===== config.mk =====
export PLATFORM = sky130hd
export DESIGN_NAME = ssp_programmer
export DESIGN_NICKNAME = d
export VERILOG_FILES = /design/src/ssp_pkg.sv /design/src/ssp_delay.sv /design/src/ssp_shift.sv /design/src/ssp_programmer.sv
export VERILOG_INCLUDE_DIRS = /design/src
export SDC_FILE = /design/constraint.sdc
export NUM_CORES = 1
export LEC_CHECK = 0
export BUFFER_PORTS_ARGS = -buffer_cell sky130_fd_sc_hd__buf_2
export CAP_MARGIN = 10
export CORE_MARGIN = 3
export CORE_UTILIZATION = 35
export CTS_CLUSTER_SIZE = 12
export DETAILED_ROUTE_END_ITERATION = 8
export MAX_ROUTING_LAYER = met4
export PLACE_DENSITY = 0.54
export SYNTH_ARGS = -nofsm -noshare
export SYNTH_HDL_FRONTEND = slang
export SYNTH_SLANG_ARGS = --single-unit

===== constraint.sdc =====
create_clock -name clk_sys -period 15 [get_ports clk_sys]
set_input_delay 0.75 -clock clk_sys [delete_from_list [all_inputs] [get_ports clk_sys]]
set_output_delay 0.75 -clock clk_sys [all_outputs]
set_load 0.05 [all_outputs]

===== src/ssp_regs.svh =====
// constants for the serial memory programming controller
`ifndef SSP_REGS_SVH
`define SSP_REGS_SVH

// ****************************************************************
// timing
// ****************************************************************
`define SSP_CLK_HZ          20000000
`define SSP_PWRUP_US        20000
`define SSP_FLASH_WAIT_US   4500
`define SSP_EEPROM_WAIT_US  9000
`define SSP_FUSE_WAIT_US    4500
`define SSP_ERASE_WAIT_US   9000
`define SSP_SCK_HALF_NS     200
`define SSP_RST_PULSE_NS    1000
`define SSP_US2CYC(u)       ((u) * (`SSP_CLK_HZ / 1000000))
`define SSP_NS2CYC_UP(n)    (((n) * (`SSP_CLK_HZ / 1000000) + 999) / 1000)

// ****************************************************************
// instruction bytes
// ****************************************************************
`define SSP_OP_ENABLE       8'hac
`define SSP_ENABLE_ECHO     8'h53
`define SSP_ERASE_B2        8'h80
`define SSP_OP_POLL         8'hf0
`define SSP_OP_LOAD_LO      8'h40
`define SSP_OP_LOAD_HI      8'h48
`define SSP_OP_WR_PAGE      8'h4c
`define SSP_OP_RD_LO        8'h20
`define SSP_OP_RD_HI        8'h28
`define SSP_OP_RD_EE        8'ha0
`define SSP_OP_WR_EE        8'hc0
`define SSP_PAGE_MASK       16'hffc0
`define SSP_FILL            8'h00
`define SSP_ECHO_MSB        15
`define SSP_ECHO_LSB        8

`endif


===== src/ssp_pkg.sv =====
// types shared by the serial memory programming controller
`default_nettype none
package ssp_pkg;

    typedef enum logic [3:0] {
        SSP_CMD_ENTER      = 4'h0,
        SSP_CMD_ERASE      = 4'h1,
        SSP_CMD_LOAD_LO    = 4'h2,
        SSP_CMD_LOAD_HI    = 4'h3,
        SSP_CMD_WRITE_PAGE = 4'h4,
        SSP_CMD_WRITE_EE   = 4'h5,
        SSP_CMD_READ_LO    = 4'h6,
        SSP_CMD_READ_HI    = 4'h7,
        SSP_CMD_READ_EE    = 4'h8,
        SSP_CMD_POLL       = 4'h9,
        SSP_CMD_RELEASE    = 4'ha
    } ssp_cmd_e;

    typedef enum logic [5:0] {
        SSP_ST_BOOT  = 6'h01,
        SSP_ST_PWRUP = 6'h02,
        SSP_ST_IDLE  = 6'h04,
        SSP_ST_SEND  = 6'h08,
        SSP_ST_WAIT  = 6'h10,
        SSP_ST_PULSE = 6'h20
    } ssp_state_e;

    typedef struct packed {
        logic        busy;
        logic [15:0] cnt;
        logic [4:0]  bitIdx;
        logic [31:0] tx;
        logic [31:0] rx;
        logic        sck;
        logic        mosi;
        logic        done;
    } ssp_shift_s;

    typedef struct packed {
        logic        busy;
        logic [19:0] cnt;
        logic        done;
    } ssp_delay_s;

    typedef struct packed {
        ssp_state_e  state;
        ssp_cmd_e    op;
        logic [15:0] addr;
        logic [7:0]  data;
        logic [31:0] frame;
        logic        cmdReady;
        logic        rspValid;
        logic [7:0]  rspData;
        logic        rspError;
        logic        synced;
        logic        devResetN;
        logic        pendEnter;
        logic [3:0]  retries;
        logic        loValid;
        logic [15:0] loAddr;
        logic        shiftStart;
        logic        delayLoad;
        logic [19:0] delayCount;
        logic        misoMeta;
        logic        misoSync;
    } ssp_ctl_s;

endpackage
`default_nettype wire


===== src/ssp_delay.sv =====
// down-counter that marks the end of a programmed wait
`default_nettype none
module ssp_delay
    import ssp_pkg::*;
#(
    parameter int W = 20
) (
    // clock and reset
    input  wire logic         clk,
    input  wire logic         rstN,
    // control
    input  wire logic         load,
    input  wire logic [W-1:0] count,
    // status
    output logic              done
);
    ssp_delay_s r_reg;
    ssp_delay_s r_next;

    always_comb begin
        r_next      = r_reg;
        r_next.done = 1'b0;
        if (load) begin
            r_next.busy = 1'b1;
            // zero would wrap to the longest wait, so it counts as one
            r_next.cnt  = (count == '0) ? 20'h00001 : 20'(count);
        end else if (r_reg.busy) begin
            if (r_reg.cnt == 20'h00001) begin
                r_next.busy = 1'b0;
                r_next.done = 1'b1;
            end else begin
                r_next.cnt = r_reg.cnt - 20'h00001;
            end
        end
    end

    always_ff @(posedge clk or negedge rstN) begin
        if (!rstN) begin
            r_reg <= '0;
        end else begin
            r_reg <= r_next;
        end
    end

    assign done = r_reg.done;
endmodule // ssp_delay
`default_nettype wire


===== src/ssp_shift.sv =====
// shifts one four-byte instruction out and its answer in
`default_nettype none
module ssp_shift
    import ssp_pkg::*;
#(
    parameter int HALF = 4
) (
    // clock and reset
    input  wire logic        clk,
    input  wire logic        rstN,
    // frame
    input  wire logic        start,
    input  wire logic [31:0] txFrame,
    output logic [31:0]      rxFrame,
    output logic             done,
    // link
    input  wire logic        misoSync,
    output logic             sck,
    output logic             mosi
);
    localparam logic [15:0] HALF_LAST = 16'(HALF - 1);

    ssp_shift_s r_reg;
    ssp_shift_s r_next;

    always_comb begin
        r_next      = r_reg;
        r_next.done = 1'b0;
        if (start && !r_reg.busy) begin
            r_next.busy   = 1'b1;
            r_next.tx     = txFrame;
            r_next.mosi   = txFrame[31];
            r_next.sck    = 1'b0;
            r_next.cnt    = HALF_LAST;
            r_next.bitIdx = 5'h1f;
        end else if (r_reg.busy) begin
            if (r_reg.cnt != 16'h0000) begin
                r_next.cnt = r_reg.cnt - 16'h0001;
            end else if (!r_reg.sck) begin
                // mosi has been steady a full low phase before this rise
                r_next.sck = 1'b1;
                r_next.cnt = HALF_LAST;
            end else begin
                // miso changed at the previous fall, so late high is safe
                r_next.rx  = {r_reg.rx[30:0], misoSync};
                r_next.sck = 1'b0;
                r_next.cnt = HALF_LAST;
                if (r_reg.bitIdx == 5'h00) begin
                    r_next.busy = 1'b0;
                    r_next.done = 1'b1;
                end else begin
                    r_next.bitIdx = r_reg.bitIdx - 5'h01;
                    r_next.tx     = {r_reg.tx[30:0], 1'b0};
                    r_next.mosi   = r_reg.tx[30];
                end
            end
        end
    end

    always_ff @(posedge clk or negedge rstN) begin
        if (!rstN) begin
            r_reg <= '0;
        end else begin
            r_reg <= r_next;
        end
    end

    assign rxFrame = r_reg.rx;
    assign done    = r_reg.done;
    assign sck     = r_reg.sck;
    assign mosi    = r_reg.mosi;
endmodule // ssp_shift
`default_nettype wire


===== src/ssp_programmer.sv =====
// in-system serial programmer that drives the target's reset and spi pins
`include "ssp_regs.svh"
`default_nettype none
module ssp_programmer
    import ssp_pkg::*;
#(
    parameter int PWRUP_CYC   = `SSP_US2CYC(`SSP_PWRUP_US),
    parameter int FLASH_CYC   = `SSP_US2CYC(`SSP_FLASH_WAIT_US),
    parameter int EEPROM_CYC  = `SSP_US2CYC(`SSP_EEPROM_WAIT_US),
    parameter int ERASE_CYC   = `SSP_US2CYC(`SSP_ERASE_WAIT_US),
    parameter int SCK_HALF    = `SSP_NS2CYC_UP(`SSP_SCK_HALF_NS),
    parameter int PULSE_CYC   = `SSP_NS2CYC_UP(`SSP_RST_PULSE_NS),
    parameter int RETRIES     = 3
) (
    // clock and reset
    input  wire logic        clk_sys,
    input  wire logic        reset_n,
    // command
    input  wire logic        cmdValid,
    input  wire ssp_cmd_e    cmdOp,
    input  wire logic [15:0] cmdAddr,
    input  wire logic [7:0]  cmdData,
    output logic             cmdReady,
    // response
    output logic             rspValid,
    output logic [7:0]       rspData,
    output logic             rspError,
    // status
    output logic             linkSynced,
    // target pins
    output logic             devResetN,
    output logic             sck,
    output logic             mosi,
    input  wire logic        miso
);
    // ****************************************************************
    // wait lengths
    // ****************************************************************
    localparam logic [19:0] PWRUP_LEN  = 20'(PWRUP_CYC);
    localparam logic [19:0] FLASH_LEN  = 20'(FLASH_CYC);
    localparam logic [19:0] EEPROM_LEN = 20'(EEPROM_CYC);
    localparam logic [19:0] ERASE_LEN  = 20'(ERASE_CYC);
    localparam logic [19:0] PULSE_LEN  = 20'(PULSE_CYC);
    localparam logic [3:0]  RETRY_MAX  = 4'(RETRIES);

    // ****************************************************************
    // reset release
    // ****************************************************************
    logic [1:0] rstPipe_reg;
    logic       rstN;

    always_ff @(posedge clk_sys or negedge reset_n) begin
        if (!reset_n) begin
            rstPipe_reg <= 2'h0;
        end else begin
            rstPipe_reg <= {rstPipe_reg[0], 1'b1};
        end
    end
    // release on an edge, so no flop leaves reset early
    assign rstN = rstPipe_reg[1];

    // ****************************************************************
    // helpers
    // ****************************************************************
    ssp_ctl_s    r_reg;
    ssp_ctl_s    r_next;
    logic [31:0] rxFrame;
    logic        shiftDone;
    logic        delayDone;

    ssp_shift #(
        .HALF     (SCK_HALF)
    ) u_shift (
        .clk      (clk_sys),
        .rstN     (rstN),
        .start    (r_reg.shiftStart),
        .txFrame  (r_reg.frame),
        .rxFrame  (rxFrame),
        .done     (shiftDone),
        .misoSync (r_reg.misoSync),
        .sck      (sck),
        .mosi     (mosi)
    );

    ssp_delay #(
        .W        (20)
    ) u_delay (
        .clk      (clk_sys),
        .rstN     (rstN),
        .load     (r_reg.delayLoad),
        .count    (r_reg.delayCount),
        .done     (delayDone)
    );

    // ****************************************************************
    // instruction framing
    // ****************************************************************
    function automatic logic [31:0] build_frame(ssp_cmd_e op, logic [15:0] a, logic [7:0] d);
        logic [15:0] page;
        page = a & `SSP_PAGE_MASK;
        // unused bytes go out as fill
        unique case (op)
            SSP_CMD_ENTER:      build_frame = {`SSP_OP_ENABLE, `SSP_ENABLE_ECHO,
                                               `SSP_FILL, `SSP_FILL};
            SSP_CMD_ERASE:      build_frame = {`SSP_OP_ENABLE, `SSP_ERASE_B2,
                                               `SSP_FILL, `SSP_FILL};
            SSP_CMD_LOAD_LO:    build_frame = {`SSP_OP_LOAD_LO, a, d};
            SSP_CMD_LOAD_HI:    build_frame = {`SSP_OP_LOAD_HI, a, d};
            SSP_CMD_WRITE_PAGE: build_frame = {`SSP_OP_WR_PAGE, page, `SSP_FILL};
            SSP_CMD_WRITE_EE:   build_frame = {`SSP_OP_WR_EE, a, d};
            SSP_CMD_READ_LO:    build_frame = {`SSP_OP_RD_LO, a, `SSP_FILL};
            SSP_CMD_READ_HI:    build_frame = {`SSP_OP_RD_HI, a, `SSP_FILL};
            SSP_CMD_READ_EE:    build_frame = {`SSP_OP_RD_EE, a, `SSP_FILL};
            SSP_CMD_POLL:       build_frame = {`SSP_OP_POLL, `SSP_FILL,
                                               `SSP_FILL, `SSP_FILL};
            default:            build_frame = '0;
        endcase
    endfunction

    // ****************************************************************
    // sequencer
    // ****************************************************************
    always_comb begin
        r_next            = r_reg;
        r_next.rspValid   = 1'b0;
        r_next.shiftStart = 1'b0;
        r_next.delayLoad  = 1'b0;
        r_next.misoMeta   = miso;
        r_next.misoSync   = r_reg.misoMeta;
        unique case (r_reg.state)
            SSP_ST_BOOT: begin
                // reset and sck are both low from reset onward
                r_next.delayLoad  = 1'b1;
                r_next.delayCount = PWRUP_LEN;
                r_next.state      = SSP_ST_PWRUP;
            end
            SSP_ST_PWRUP: begin
                if (delayDone) begin
                    // entry was asked while the target ran
                    if (r_reg.pendEnter) begin
                        r_next.pendEnter  = 1'b0;
                        r_next.shiftStart = 1'b1;
                        r_next.state      = SSP_ST_SEND;
                    end else begin
                        r_next.cmdReady = 1'b1;
                        r_next.state    = SSP_ST_IDLE;
                    end
                end
            end
            SSP_ST_IDLE: begin
                if (cmdValid && r_reg.cmdReady) begin
                    r_next.cmdReady = 1'b0;
                    r_next.op       = cmdOp;
                    r_next.addr     = cmdAddr;
                    r_next.data     = cmdData;
                    r_next.frame    = build_frame(cmdOp, cmdAddr, cmdData);
                    r_next.rspData  = 8'h00;
                    r_next.rspError = 1'b0;
                    if (cmdOp == SSP_CMD_RELEASE) begin
                        // entry must be redone after this
                        r_next.devResetN = 1'b1;
                        r_next.synced    = 1'b0;
                        r_next.loValid   = 1'b0;
                        r_next.rspValid  = 1'b1;
                        r_next.cmdReady  = 1'b1;
                    end else if (cmdOp == SSP_CMD_ENTER) begin
                        r_next.retries = RETRY_MAX;
                        if (r_reg.devResetN) begin
                            // target was running: hold it and let it settle
                            r_next.devResetN  = 1'b0;
                            r_next.pendEnter  = 1'b1;
                            r_next.delayLoad  = 1'b1;
                            r_next.delayCount = PWRUP_LEN;
                            r_next.state      = SSP_ST_PWRUP;
                        end else begin
                            r_next.shiftStart = 1'b1;
                            r_next.state      = SSP_ST_SEND;
                        end
                    end else if (!r_reg.synced) begin
                        r_next.rspError = 1'b1;
                        r_next.rspValid = 1'b1;
                        r_next.cmdReady = 1'b1;
                    end else if (cmdOp == SSP_CMD_LOAD_HI &&
                                 !(r_reg.loValid && r_reg.loAddr == cmdAddr)) begin
                        // a lone high byte would load half a word
                        r_next.rspError = 1'b1;
                        r_next.rspValid = 1'b1;
                        r_next.cmdReady = 1'b1;
                    end else begin
                        r_next.shiftStart = 1'b1;
                        r_next.state      = SSP_ST_SEND;
                    end
                end
            end
            SSP_ST_SEND: begin
                if (shiftDone) begin
                    r_next.rspData = rxFrame[7:0];
                    unique case (r_reg.op)
                        SSP_CMD_ENTER: begin
                            // the echo rides in the third byte slot
                            if (rxFrame[`SSP_ECHO_MSB:`SSP_ECHO_LSB] ==
                                `SSP_ENABLE_ECHO) begin
                                r_next.synced   = 1'b1;
                                r_next.rspValid = 1'b1;
                                r_next.cmdReady = 1'b1;
                                r_next.state    = SSP_ST_IDLE;
                            end else if (r_reg.retries == 4'h0) begin
                                // give up; caller may retry
                                r_next.synced   = 1'b0;
                                r_next.rspError = 1'b1;
                                r_next.rspValid = 1'b1;
                                r_next.cmdReady = 1'b1;
                                r_next.state    = SSP_ST_IDLE;
                            end else begin
                                r_next.retries    = r_reg.retries - 4'h1;
                                r_next.devResetN  = 1'b1;
                                r_next.delayLoad  = 1'b1;
                                r_next.delayCount = PULSE_LEN;
                                r_next.state      = SSP_ST_PULSE;
                            end
                        end
                        SSP_CMD_ERASE: begin
                            // loaded bytes are gone
                            r_next.loValid    = 1'b0;
                            r_next.delayLoad  = 1'b1;
                            r_next.delayCount = ERASE_LEN;
                            r_next.state      = SSP_ST_WAIT;
                        end
                        SSP_CMD_WRITE_PAGE: begin
                            // fixed wait covers all-ones data that polling misses
                            r_next.loValid    = 1'b0;
                            r_next.delayLoad  = 1'b1;
                            r_next.delayCount = FLASH_LEN;
                            r_next.state      = SSP_ST_WAIT;
                        end
                        SSP_CMD_WRITE_EE: begin
                            // no erase needed first
                            r_next.delayLoad  = 1'b1;
                            r_next.delayCount = EEPROM_LEN;
                            r_next.state      = SSP_ST_WAIT;
                        end
                        default: begin
                            // ends with the frame
                            if (r_reg.op == SSP_CMD_LOAD_LO) begin
                                r_next.loValid = 1'b1;
                                r_next.loAddr  = r_reg.addr;
                            end else if (r_reg.op == SSP_CMD_LOAD_HI) begin
                                r_next.loValid = 1'b0;
                            end
                            r_next.rspValid = 1'b1;
                            r_next.cmdReady = 1'b1;
                            r_next.state    = SSP_ST_IDLE;
                        end
                    endcase
                end
            end
            SSP_ST_WAIT: begin
                if (delayDone) begin
                    r_next.rspValid = 1'b1;
                    r_next.cmdReady = 1'b1;
                    r_next.state    = SSP_ST_IDLE;
                end
            end
            SSP_ST_PULSE: begin
                // devResetN stays high through the pulse, so the target's bit count restarts
                if (delayDone) begin
                    r_next.devResetN  = 1'b0;
                    r_next.shiftStart = 1'b1;
                    r_next.state      = SSP_ST_SEND;
                end
            end
            default: begin
                r_next.state = SSP_ST_BOOT;
            end
        endcase
    end

    // ****************************************************************
    // state register
    // ****************************************************************
    always_ff @(posedge clk_sys or negedge rstN) begin
        if (!rstN) begin
            r_reg       <= '0;
            r_reg.state <= SSP_ST_BOOT;
            r_reg.op    <= SSP_CMD_ENTER;
        end else begin
            r_reg <= r_next;
        end
    end

    // ****************************************************************
    // outputs
    // ****************************************************************
    assign cmdReady   = r_reg.cmdReady;
    assign rspValid   = r_reg.rspValid;
    assign rspData    = r_reg.rspData;
    assign rspError   = r_reg.rspError;
    assign linkSynced = r_reg.synced;
    assign devResetN  = r_reg.devResetN;
endmodule // ssp_programmer
`default_nettype wire


==> impl_metrics.json, run 1 <==
{
  "layout-drive-gt1-share": 0.137,
  "grt_antenna_before_repair": 3,
  "critical_path_arrival_ps": 3390,
  "layoutNonFillerInstCount": 1330,
  "layout_commonest_cell": "dfrtp_1",
  "start_kind": "register",
  "largest_reg_flops": 90,
  "avgViaCountPerCell": 5.32,
  "slew_violations": 0,
  "drt-total-wl_mm": 21.6,
  "vdd_drop_max_mv": 0.0647,
  "end_kind": "register",
  "dp_hpwl_mm": 14.4,
  "hold_viol": 0,
  "cp_slowest_stage_delay_ps": 730,
  "path_buf_inv": 1,
  "cts_resized": 0,
  "synth_seq_cells": 200,
  "synth_area_mm2": 0.00946,
  "cts.clk_slew.worst_paths_ps": 80,
  "hp-class": "primary input to asynchronous set/reset pin",
  "wl_per_cell_um": 16.2,
  "place_ws_ps": 11890,
  "post-cts-setup-buffer-count": 0,
  "track_usage": 0.158,
  "clkSinkCount": 200,
  "p_per_area_mw_per_mm2": 97.9,
  "grt_pass1_wl_mm": 36.0,
  "grt_start_max_net_pins": 74,
  "fin_crit_ps": 3080,
  "slowest_stage": "or3_2",
  "std_cell_rows": 59,
  "rsz0062_at_grt": "false",
  "ctsRootBufferMaster": "clkbuf_16",
  "fin_ws_ps": 11920,
  "core_mm2": 0.0263,
  "critical_path_required_ps": 15310,
  "syn_to_final_growth_pct": 11.3,
  "fill_cells": 2592,
  "grt_overflow": 0,
  "path_class": "register to register",
  "fin_util": 0.401,
  "clock.fmax_ghz": 0.324,
  "skew_ps": 18.4,
  "cts-buffers-inserted": 17,
  "dp.cells": 1294,
  "insertion_delay_ps": 440,
  "drv_cap": 0,
  "drtIter0Drc": 482,
  "async_flop_share": 1.00,
  "cts.path.max_buffers": 2,
  "yosysTopAreaCell": "dfrtp_1",
  "r2r_slack_ps": 11920,
  "status": "complete, no violations",
  "ant_nets": 0,
  "synth_edf_count": 0,
  "portBuffers": 46,
  "leakage_nw": 4.80,
  "io_pins": 47,
  "route.detailed.drc": 0,
  "yosys_warnings": 0,
  "tritoncts": "done",
  "die_area_mm2": 0.0290,
  "final_nets": 1017,
  "path_cells": "or4_4 -> or3_2 -> buf_4 -> o32ai_4 -> nor2b_4 -> a211o_1",
  "num_vias": 7069,
  "synth_cells": 961,
  "grt_pass1_vias": 6688,
  "synth_top_flop_cell": "dfrtp_1",
  "yosys.area.top_type_share": 0.527,
  "cpLargestDelayFamily": "simple AND/OR/NAND/NOR gates",
  "avgSynthCellArea_um2": 9.84,
  "critPathMaxFanout": 34,
  "power_w": 0.00103,
  "setup_viol_count_final": 0,
  "synth_area_leaders": "dfrtp_1, nand2_1, a22o_1",
  "slew_headroom": 0.230,
  "netlist-cell-type-count": 77,
  "layout_common_cells": "dfrtp_1, nand2_1, nor2_1, buf_2, o21ai_0",
  "first_pass_iters": 4,
  "place_congestion": 0.828,
  "cts_max_level": 4,
  "finalCritPeriodShare": 0.206,
  "tns_ps": 0,
  "die_w_um": 170,
  "worstMarginPinSlew_ps": 1150,
  "syn-num-nets": 999,
  "die_h_um": 170,
  "ys_seq_area_frac": 0.529,
  "start_util": 0.360,
  "hold_buffers": 0
}
-- logic make-up after synthesis --
group | share of synthesized area
other | 0.000396
adders and majority gates | 0.00794
buffers and inverters | 0.0386
xor gates and xnor gates | 0.0241
DFF | 0.529
AOI/OAI and AO/OA | 0.172
and+or+nand+nor | 0.190
muxes | 0.0381
-- stage by stage --
stage | area, µm² | hold slack, ps
after global placement | 9910 | 335
after detailed placement | 9910 | 339
after global routing | 10500 | 51.5
after CTS | 10500 | 56.5
final | 10500 | 79.2
after floorplan | 9460 | 331
-- synthesized netlist by cell type, drive strengths merged, types with 3 or more instances --
master  count
clkbuf     37
nor3b       3
nand4       6
o21a        5
a22o       33
nand2b      9
or2         4
a21o       10
mux2       32
nor4       11
o32ai       3
nand2     174
o211ai      3
nor2       76
xor2        7
nand4b      3
buf        20
a21oi      40
nor2b       8
nand3      21
or3        10
nand3b      5
o22ai       3
a31oi      43
and3        5
a211oi      8
o31ai       4
o41ai       8
nor3       25
o22a        3
xnor2      19
and2        3
ha          6
o221ai      4
o21ai      48
dfrtp     199
or4         6
inv        24
-- where the power goes --
part / internal (W) / switching, W
clock network: 0.000239 / 0.000226
registers: 0.000539 / 0.00000353
logic: 0.00000671 / 0.0000161
-- metal layers --
layer	routed length (µm)	part of all wire	up-vias	global-route usage
met5	0	0	-	-
met1	10900	0.51	3460	0.229
li1	-	-	3476	-
met2	9610	0.45	124	0.228
met3	876	0.041	9	0.0332
met4	170	0.0079	0	0.0374
-- final timing paths --
check,from,to,cells past startpoint
setup / recovery,r_reg[120],r_reg[9],6
hold / removal,reset_n,rstPipe_reg[1],1
setup reg to reg,r_reg[120],r_reg[9],6
hold reg to reg,rstPipe_reg[0],rstPipe_reg[1],0
max in group asynchronous,rstPipe_reg[1],r_reg[124],1
min in group clk_sys,rstPipe_reg[0],rstPipe_reg[1],0
-- final cells by class --
| type | instances | area, µm² | share of cell area |
|---|---|---|---|
| diodes | 3 | 7.51 | 0.000713 |
| clock inverters | 15 | 178 | 0.0169 |
| repair buffers | 56 | 309 | 0.0294 |
| clock buffers | 17 | 425 | 0.0404 |
| flip-flops and latches | 200 | 5010 | 0.476 |
| well taps | 335 | 419 | 0.0398 |
| multi-input cells | 680 | 4090 | 0.388 |
| inverters | 24 | 90.1 | 0.00856 |
Power figures use the tool's default switching activity.
==> run 2: changes to the inputs <==
--- a/config.mk
+++ b/config.mk
@@ -6,6 +6,7 @@
 export SDC_FILE = /design/constraint.sdc
 export NUM_CORES = 1
 export LEC_CHECK = 0
+export ABC_AREA = 1
 export BUFFER_PORTS_ARGS = -buffer_cell sky130_fd_sc_hd__buf_2
 export CAP_MARGIN = 10
 export CORE_MARGIN = 3
==> constraint.sdc (replaced) <==
create_clock -name clk_sys -period 2.99 [get_ports clk_sys]
set_input_delay 0.1495 -clock clk_sys [delete_from_list [all_inputs] [get_ports clk_sys]]
set_output_delay 0.1495 -clock clk_sys [all_outputs]
set_load 0.05 [all_outputs]
==> run 2 against run 1 <==
Sequential share of layout area fell by 2.1 points. Clock skew rose by 2.2 ps. Utilization rose by 0.84 points. First-iteration DRC count rose by 16%. Fmax rose by 33%. Hold slack got worse by 35 ps. Die area rose by 1.6%.
==> impl_metrics.json, run 2 <==
{
  "dp_hpwl_mm": 14.7,
  "synth_common_cells": "nand2_1, dfrtp_1, inv_1",
  "track_usage": 0.156,
  "cts_resized": 0,
  "drv_cap": 0,
  "path_class": "register to register",
  "hold_viol": 0,
  "hold_buffers": 24,
  "std_cell_rows": 60,
  "avgViaCountPerCell": 4.85,
  "layout_common_cells": "nand2_1, dfrtp_1, inv_1, o21ai_0, nand3_1",
  "synth_top_flop_cell": "dfrtp_1",
  "p_per_area_mw_per_mm2": 483,
  "skew_ps": 20.5,
  "yosys.area.top_type_share": 0.518,
  "grt_start_max_net_pins": 96,
  "grt_pass1_vias": 7327,
  "cts.path.max_buffers": 2,
  "grt_overflow": 0,
  "insertion_delay_ps": 440,
  "critPathMaxFanout": 34,
  "portBuffers": 46,
  "rsz0062_at_grt": "false",
  "ys_seq_area_frac": 0.520,
  "ant_nets": 0,
  "route.detailed.drc": 0,
  "yosys_warnings": 0,
  "wl_per_cell_um": 13.7,
  "place_congestion": 0.835,
  "fill_cells": 2684,
  "synth_seq_cells": 200,
  "layout_commonest_cell": "nand2_1",
  "post-cts-setup-buffer-count": 0,
  "finalCritPeriodShare": 0.773,
  "tns_ps": 0,
  "core_mm2": 0.0270,
  "clock.fmax_ghz": 0.432,
  "grt_antenna_before_repair": 2,
  "slew_violations": 0,
  "layoutNonFillerInstCount": 1565,
  "r2r_slack_ps": 680,
  "critical_path_required_ps": 3280,
  "worstMarginPinSlew_ps": 797,
  "start_kind": "register",
  "status": "complete, no violations",
  "synth_area_mm2": 0.00962,
  "clkSinkCount": 200,
  "vdd_drop_max_mv": 0.285,
  "first_pass_iters": 6,
  "grt_pass1_wl_mm": 36.6,
  "fin_crit_ps": 2310,
  "slew_headroom": 0.469,
  "power_w": 0.00533,
  "synth_edf_count": 0,
  "final_nets": 1247,
  "yosysTopAreaCell": "dfrtp_1",
  "synth_cells": 1156,
  "cts-buffers-inserted": 17,
  "end_kind": "register",
  "die_w_um": 172,
  "cts_max_level": 4,
  "layout-drive-gt1-share": 0.102,
  "start_util": 0.357,
  "die_area_mm2": 0.0295,
  "die_h_um": 172,
  "tritoncts": "done",
  "drt-total-wl_mm": 21.4,
  "io_pins": 47,
  "largest_reg_flops": 90,
  "async_flop_share": 1.00,
  "cts.clk_slew.worst_paths_ps": 80,
  "num_vias": 7598,
  "syn_to_final_growth_pct": 14.6,
  "synth_area_leaders": "dfrtp_1, nand2_1, o21ai_0",
  "drtIter0Drc": 561,
  "setup_viol_count_final": 0,
  "netlist-cell-type-count": 45,
  "critical_path_arrival_ps": 2610,
  "syn-num-nets": 1194,
  "hp-class": "primary input to register",
  "synth_most_common_cell": "nand2_1",
  "leakage_nw": 5.31,
  "dp.cells": 1507,
  "ctsRootBufferMaster": "clkbuf_16",
  "avgSynthCellArea_um2": 8.32
}
## run 2: cells by family after synthesis
group / Yosys count / synth area share
simple gates: 489 / 0.226
compound gates: 237 / 0.138
buf+inv: 202 / 0.0874
flops: 200 / 0.520
xor+xnor: 19 / 0.0173
fa+ha+maj: 6 / 0.00781
mux: 2 / 0.00234
other cells: 1 / 0.000390
## run 2: layout make-up
cell class	instances	area (µm²)	area share
antenna	2	5.00	0.000454
clock buffer	17	425	0.0386
clock inverter	15	211	0.0192
inverter	155	582	0.0528
multi-input combinational	754	3770	0.342
sequential	200	5010	0.454
tap	341	427	0.0387
timing repair buffer	81	591	0.0536
## run 2: path summary, 6_finish.rpt
| check | start | end | cells after the start |
|---|---|---|---|
| worst min register to register | rstPipe_reg[1] | u_shift.rxFrame[7] | 0 |
| worst max-delay path | u_shift.r_reg[72] | u_shift.r_reg[53] | 11 |
| worst min-delay path | cmdAddr[9] | r_reg[108] | 3 |
| max in group asynchronous | rstPipe_reg[1] | u_shift.r_reg[74] | 1 |
| min in group asynchronous | rstPipe_reg[1] | u_shift.rxFrame[7] | 0 |
| worst max register to register | u_shift.r_reg[72] | u_shift.r_reg[53] | 11 |
## run 2: per-stage QoR
step | worst slack [ps] | util | hold slack (ps) | cell area [µm²]
detailed placement | 670 | 0.376 | -62.5 | 10100
finish | 677 | 0.409 | 44.6 | 11000
floorplan | 949 | - | -146 | 9620
global placement | 719 | 0.376 | -64.2 | 10100
CTS | 654 | 0.409 | 27.0 | 11000
global route | 492 | 0.409 | 29.1 | 11000
## run 2: metal layers
layer  share of wire  wire (µm)  track usage
met1            0.50      10800        0.217
met2            0.45       9680        0.237
met3           0.031        673       0.0299
met4           0.012        246       0.0385
met5               0          0            -
## run 2: power by group
part | internal, W | switching [W] | total, W
registers | 0.00271 | 0.00000433 | 0.00271
clock network | 0.00124 | 0.00122 | 0.00246
logic | 0.0000577 | 0.000106 | 0.000164
total | 0.00400 | 0.00133 | 0.00533
## run 2: critical path, stage by stage, from the launching register on
cell and delay [ps]:
dfrtp_1 390, inv_1 80, ha_1 190, nand2_2 100, nor2_4 110, nand2_2 100, nor2_8 140, nand4_4 180
nor2_8 450, nor2_4 220, nand2_1 110, o211ai_1 100
==> run 3: changes to the inputs <==
--- a/config.mk
+++ b/config.mk
@@ -6,7 +6,7 @@
 export SDC_FILE = /design/constraint.sdc
 export NUM_CORES = 1
 export LEC_CHECK = 0
-export ABC_AREA = 1
+export ABC_AREA = 0
 export BUFFER_PORTS_ARGS = -buffer_cell sky130_fd_sc_hd__buf_2
 export CAP_MARGIN = 10
 export CORE_MARGIN = 3
@@ -14,7 +14,7 @@
 export CTS_CLUSTER_SIZE = 12
 export DETAILED_ROUTE_END_ITERATION = 8
 export MAX_ROUTING_LAYER = met4
-export PLACE_DENSITY = 0.54
+export PLACE_DENSITY = 0.56
 export SYNTH_ARGS = -nofsm -noshare
 export SYNTH_HDL_FRONTEND = slang
 export SYNTH_SLANG_ARGS = --single-unit
==> constraint.sdc (replaced) <==
create_clock -name clk_sys -period 1.93 [get_ports clk_sys]
set_input_delay 0.0965 -clock clk_sys [delete_from_list [all_inputs] [get_ports clk_sys]]
set_output_delay 0.0965 -clock clk_sys [all_outputs]
set_load 0.05 [all_outputs]
==> run 3 against run 2 <==
The run now ends with negative setup slack left. Worst setup slack got worse by 810 ps. Total power increased by 52%. Combinational power increased by 69%. Critical path type unchanged.
==> impl_metrics.json, run 3 (same netlist as run 1, synthesis figures left out) <==
{
  "status": "finished with violations",
  "violations": "negative setup slack",
  "path_class": "register to register",
  "leakage_nw": 5.84,
  "cts-buffers-inserted": 17,
  "p_per_area_mw_per_mm2": 636,
  "finalCritPeriodShare": 1.07,
  "core_mm2": 0.0263,
  "drtIter0Drc": 601,
  "start_util": 0.360,
  "switchingPower_w": 0.00188,
  "start_kind": "register",
  "layout-drive-gt1-share": 0.332,
  "clock.fmax_ghz": 0.484,
  "skew_ps": 14.4,
  "power_w": 0.00813,
  "critPathMaxFanout": 8,
  "ant_nets": 0,
  "fin_ws_ps": -138,
  "hold_viol": 0,
  "grt_pass1_wl_mm": 41.9,
  "layout_commonest_cell": "dfrtp_1",
  "power_frac_comb": 0.034,
  "end_kind": "register",
  "rsz0062_at_grt": "true",
  "fill_cells": 2405,
  "final_nets": 1178,
  "grt_antenna_before_repair": 0,
  "die_h_um": 170,
  "swShare": 0.232,
  "p_clk_frac": 0.449,
  "critical_path_required_ps": 2240,
  "cts_max_level": 4,
  "ctsRootBufferMaster": "clkbuf_16",
  "cts.clk_slew.worst_paths_ps": 80,
  "first_pass_iters": 5,
  "dp_hpwl_mm": 16.5,
  "clkSinkCount": 200,
  "cts.path.max_buffers": 2,
  "die_w_um": 170,
  "dpl_cell_area_mm2": 0.0110,
  "final_area_mm2": 0.0128,
  "fin_crit_ps": 2070,
  "layout_common_cells": "dfrtp_1, nand2_1, buf_4, nor2_1, nand2_2",
  "wl_per_cell_um": 17.5,
  "avgViaCountPerCell": 5.33,
  "hp-class": "primary input to register",
  "io_pins": 47,
  "place_congestion": 0.928,
  "whs_ps": 112,
  "tritoncts": "done",
  "route.detailed.drc": 0,
  "std_cell_rows": 59,
  "seqPwrFrac": 0.517,
  "track_usage": 0.186,
  "portBuffers": 46,
  "slew_violations": 0,
  "grt_start_max_net_pins": 85,
  "critical_path_arrival_ps": 2370,
  "largest_reg_flops": 90,
  "grt_pass1_vias": 7850,
  "internal_power_w": 0.00624,
  "syn_to_final_growth_pct": 35.0,
  "drt-total-wl_mm": 25.9,
  "setup_viol_count_final": 80,
  "vdd_drop_max_mv": 0.470,
  "drv_cap": 0,
  "die_area_mm2": 0.0290,
  "insertion_delay_ps": 440,
  "antenna_cells": 0,
  "num_vias": 7925,
  "grt_overflow": 0
}
## run 3: cell type report
class / instances / area, µm² / area share
Clock inverter: 14 / 161 / 0.0126
Timing Repair Buffer: 213 / 1940 / 0.152
Tap cell: 335 / 419 / 0.0328
Multi-Input combinational cell: 684 / 4730 / 0.370
Clock buffer: 17 / 425 / 0.0333
Sequential cell: 200 / 5010 / 0.392
Inverter: 24 / 90.1 / 0.00705
## run 3: path summary, 6_finish.rpt
| path | from | end | slack [ps] | depth (start not counted) |
|---|---|---|---|---|
| min | cmdOp[0] | r_reg[82] | 110 | 4 |
| max | u_shift.r_reg[68] | u_shift.r_reg[36] | -140 | 9 |
| max in group asynchronous | rstPipe_reg[1] | u_shift.r_reg[69] | 960 | 1 |
| max reg2reg | u_shift.r_reg[68] | u_shift.r_reg[36] | -140 | 9 |
| min in group asynchronous | rstPipe_reg[1] | r_reg[35] | 210 | 0 |
| min reg2reg | rstPipe_reg[1] | r_reg[35] | 210 | 0 |
## run 3: layer usage
layer	GRT usage	routed length, µm
met3	0.0297	971
met2	0.279	12100
met4	0.0473	357
met5	-	0
met1	0.263	12600
## run 3: power by group through the flow
stage | clock (W) | combinational (W) | sequential, W
3_5_place_dp | 0 | 0.000231 | 0.00428
4_1_cts | 0.00374 | 0.000280 | 0.00420
6_report | 0.00365 | 0.000277 | 0.00420
5_1_grt | 0.00390 | 0.000306 | 0.00420
3_3_place_gp | 0 | 0.000230 | 0.00428
2_1_floorplan | 0 | 0.0000587 | 0.00433
## run 3: worst max-delay path: stages (launching register included)
cell and delay, ps:
dfrtp_1 400, inv_1 70, ha_2 170, or3b_4 370
or2_4 260, buf_6 110, and4_4 220, buf_16 170
nand2_1 70, a31oi_1 90
## run 3: timing repair
action                                  in CTS  in global routing
hold buffers                                30                  0
endpoints found under the setup margin     130                141
hold endpoints to repair                    42                  0
gates resized for setup                     84                 68
cloned                                      13                  3
setup buffers                               11                  3
pin swaps                                   43                 46
## run 3: per-stage QoR
step	worst slack (ps)	instances	utilization	setup TNS, ps
6_report	-138	1487	0.486	-6850
5_1_grt	-197	1487	0.486	-11050
4_1_cts	-154	1487	0.479	-8550
3_5_place_dp	-252	1402	0.420	-17090
3_3_place_gp	-235	1402	0.420	-14860
2_1_floorplan	-342	961	-	-36130
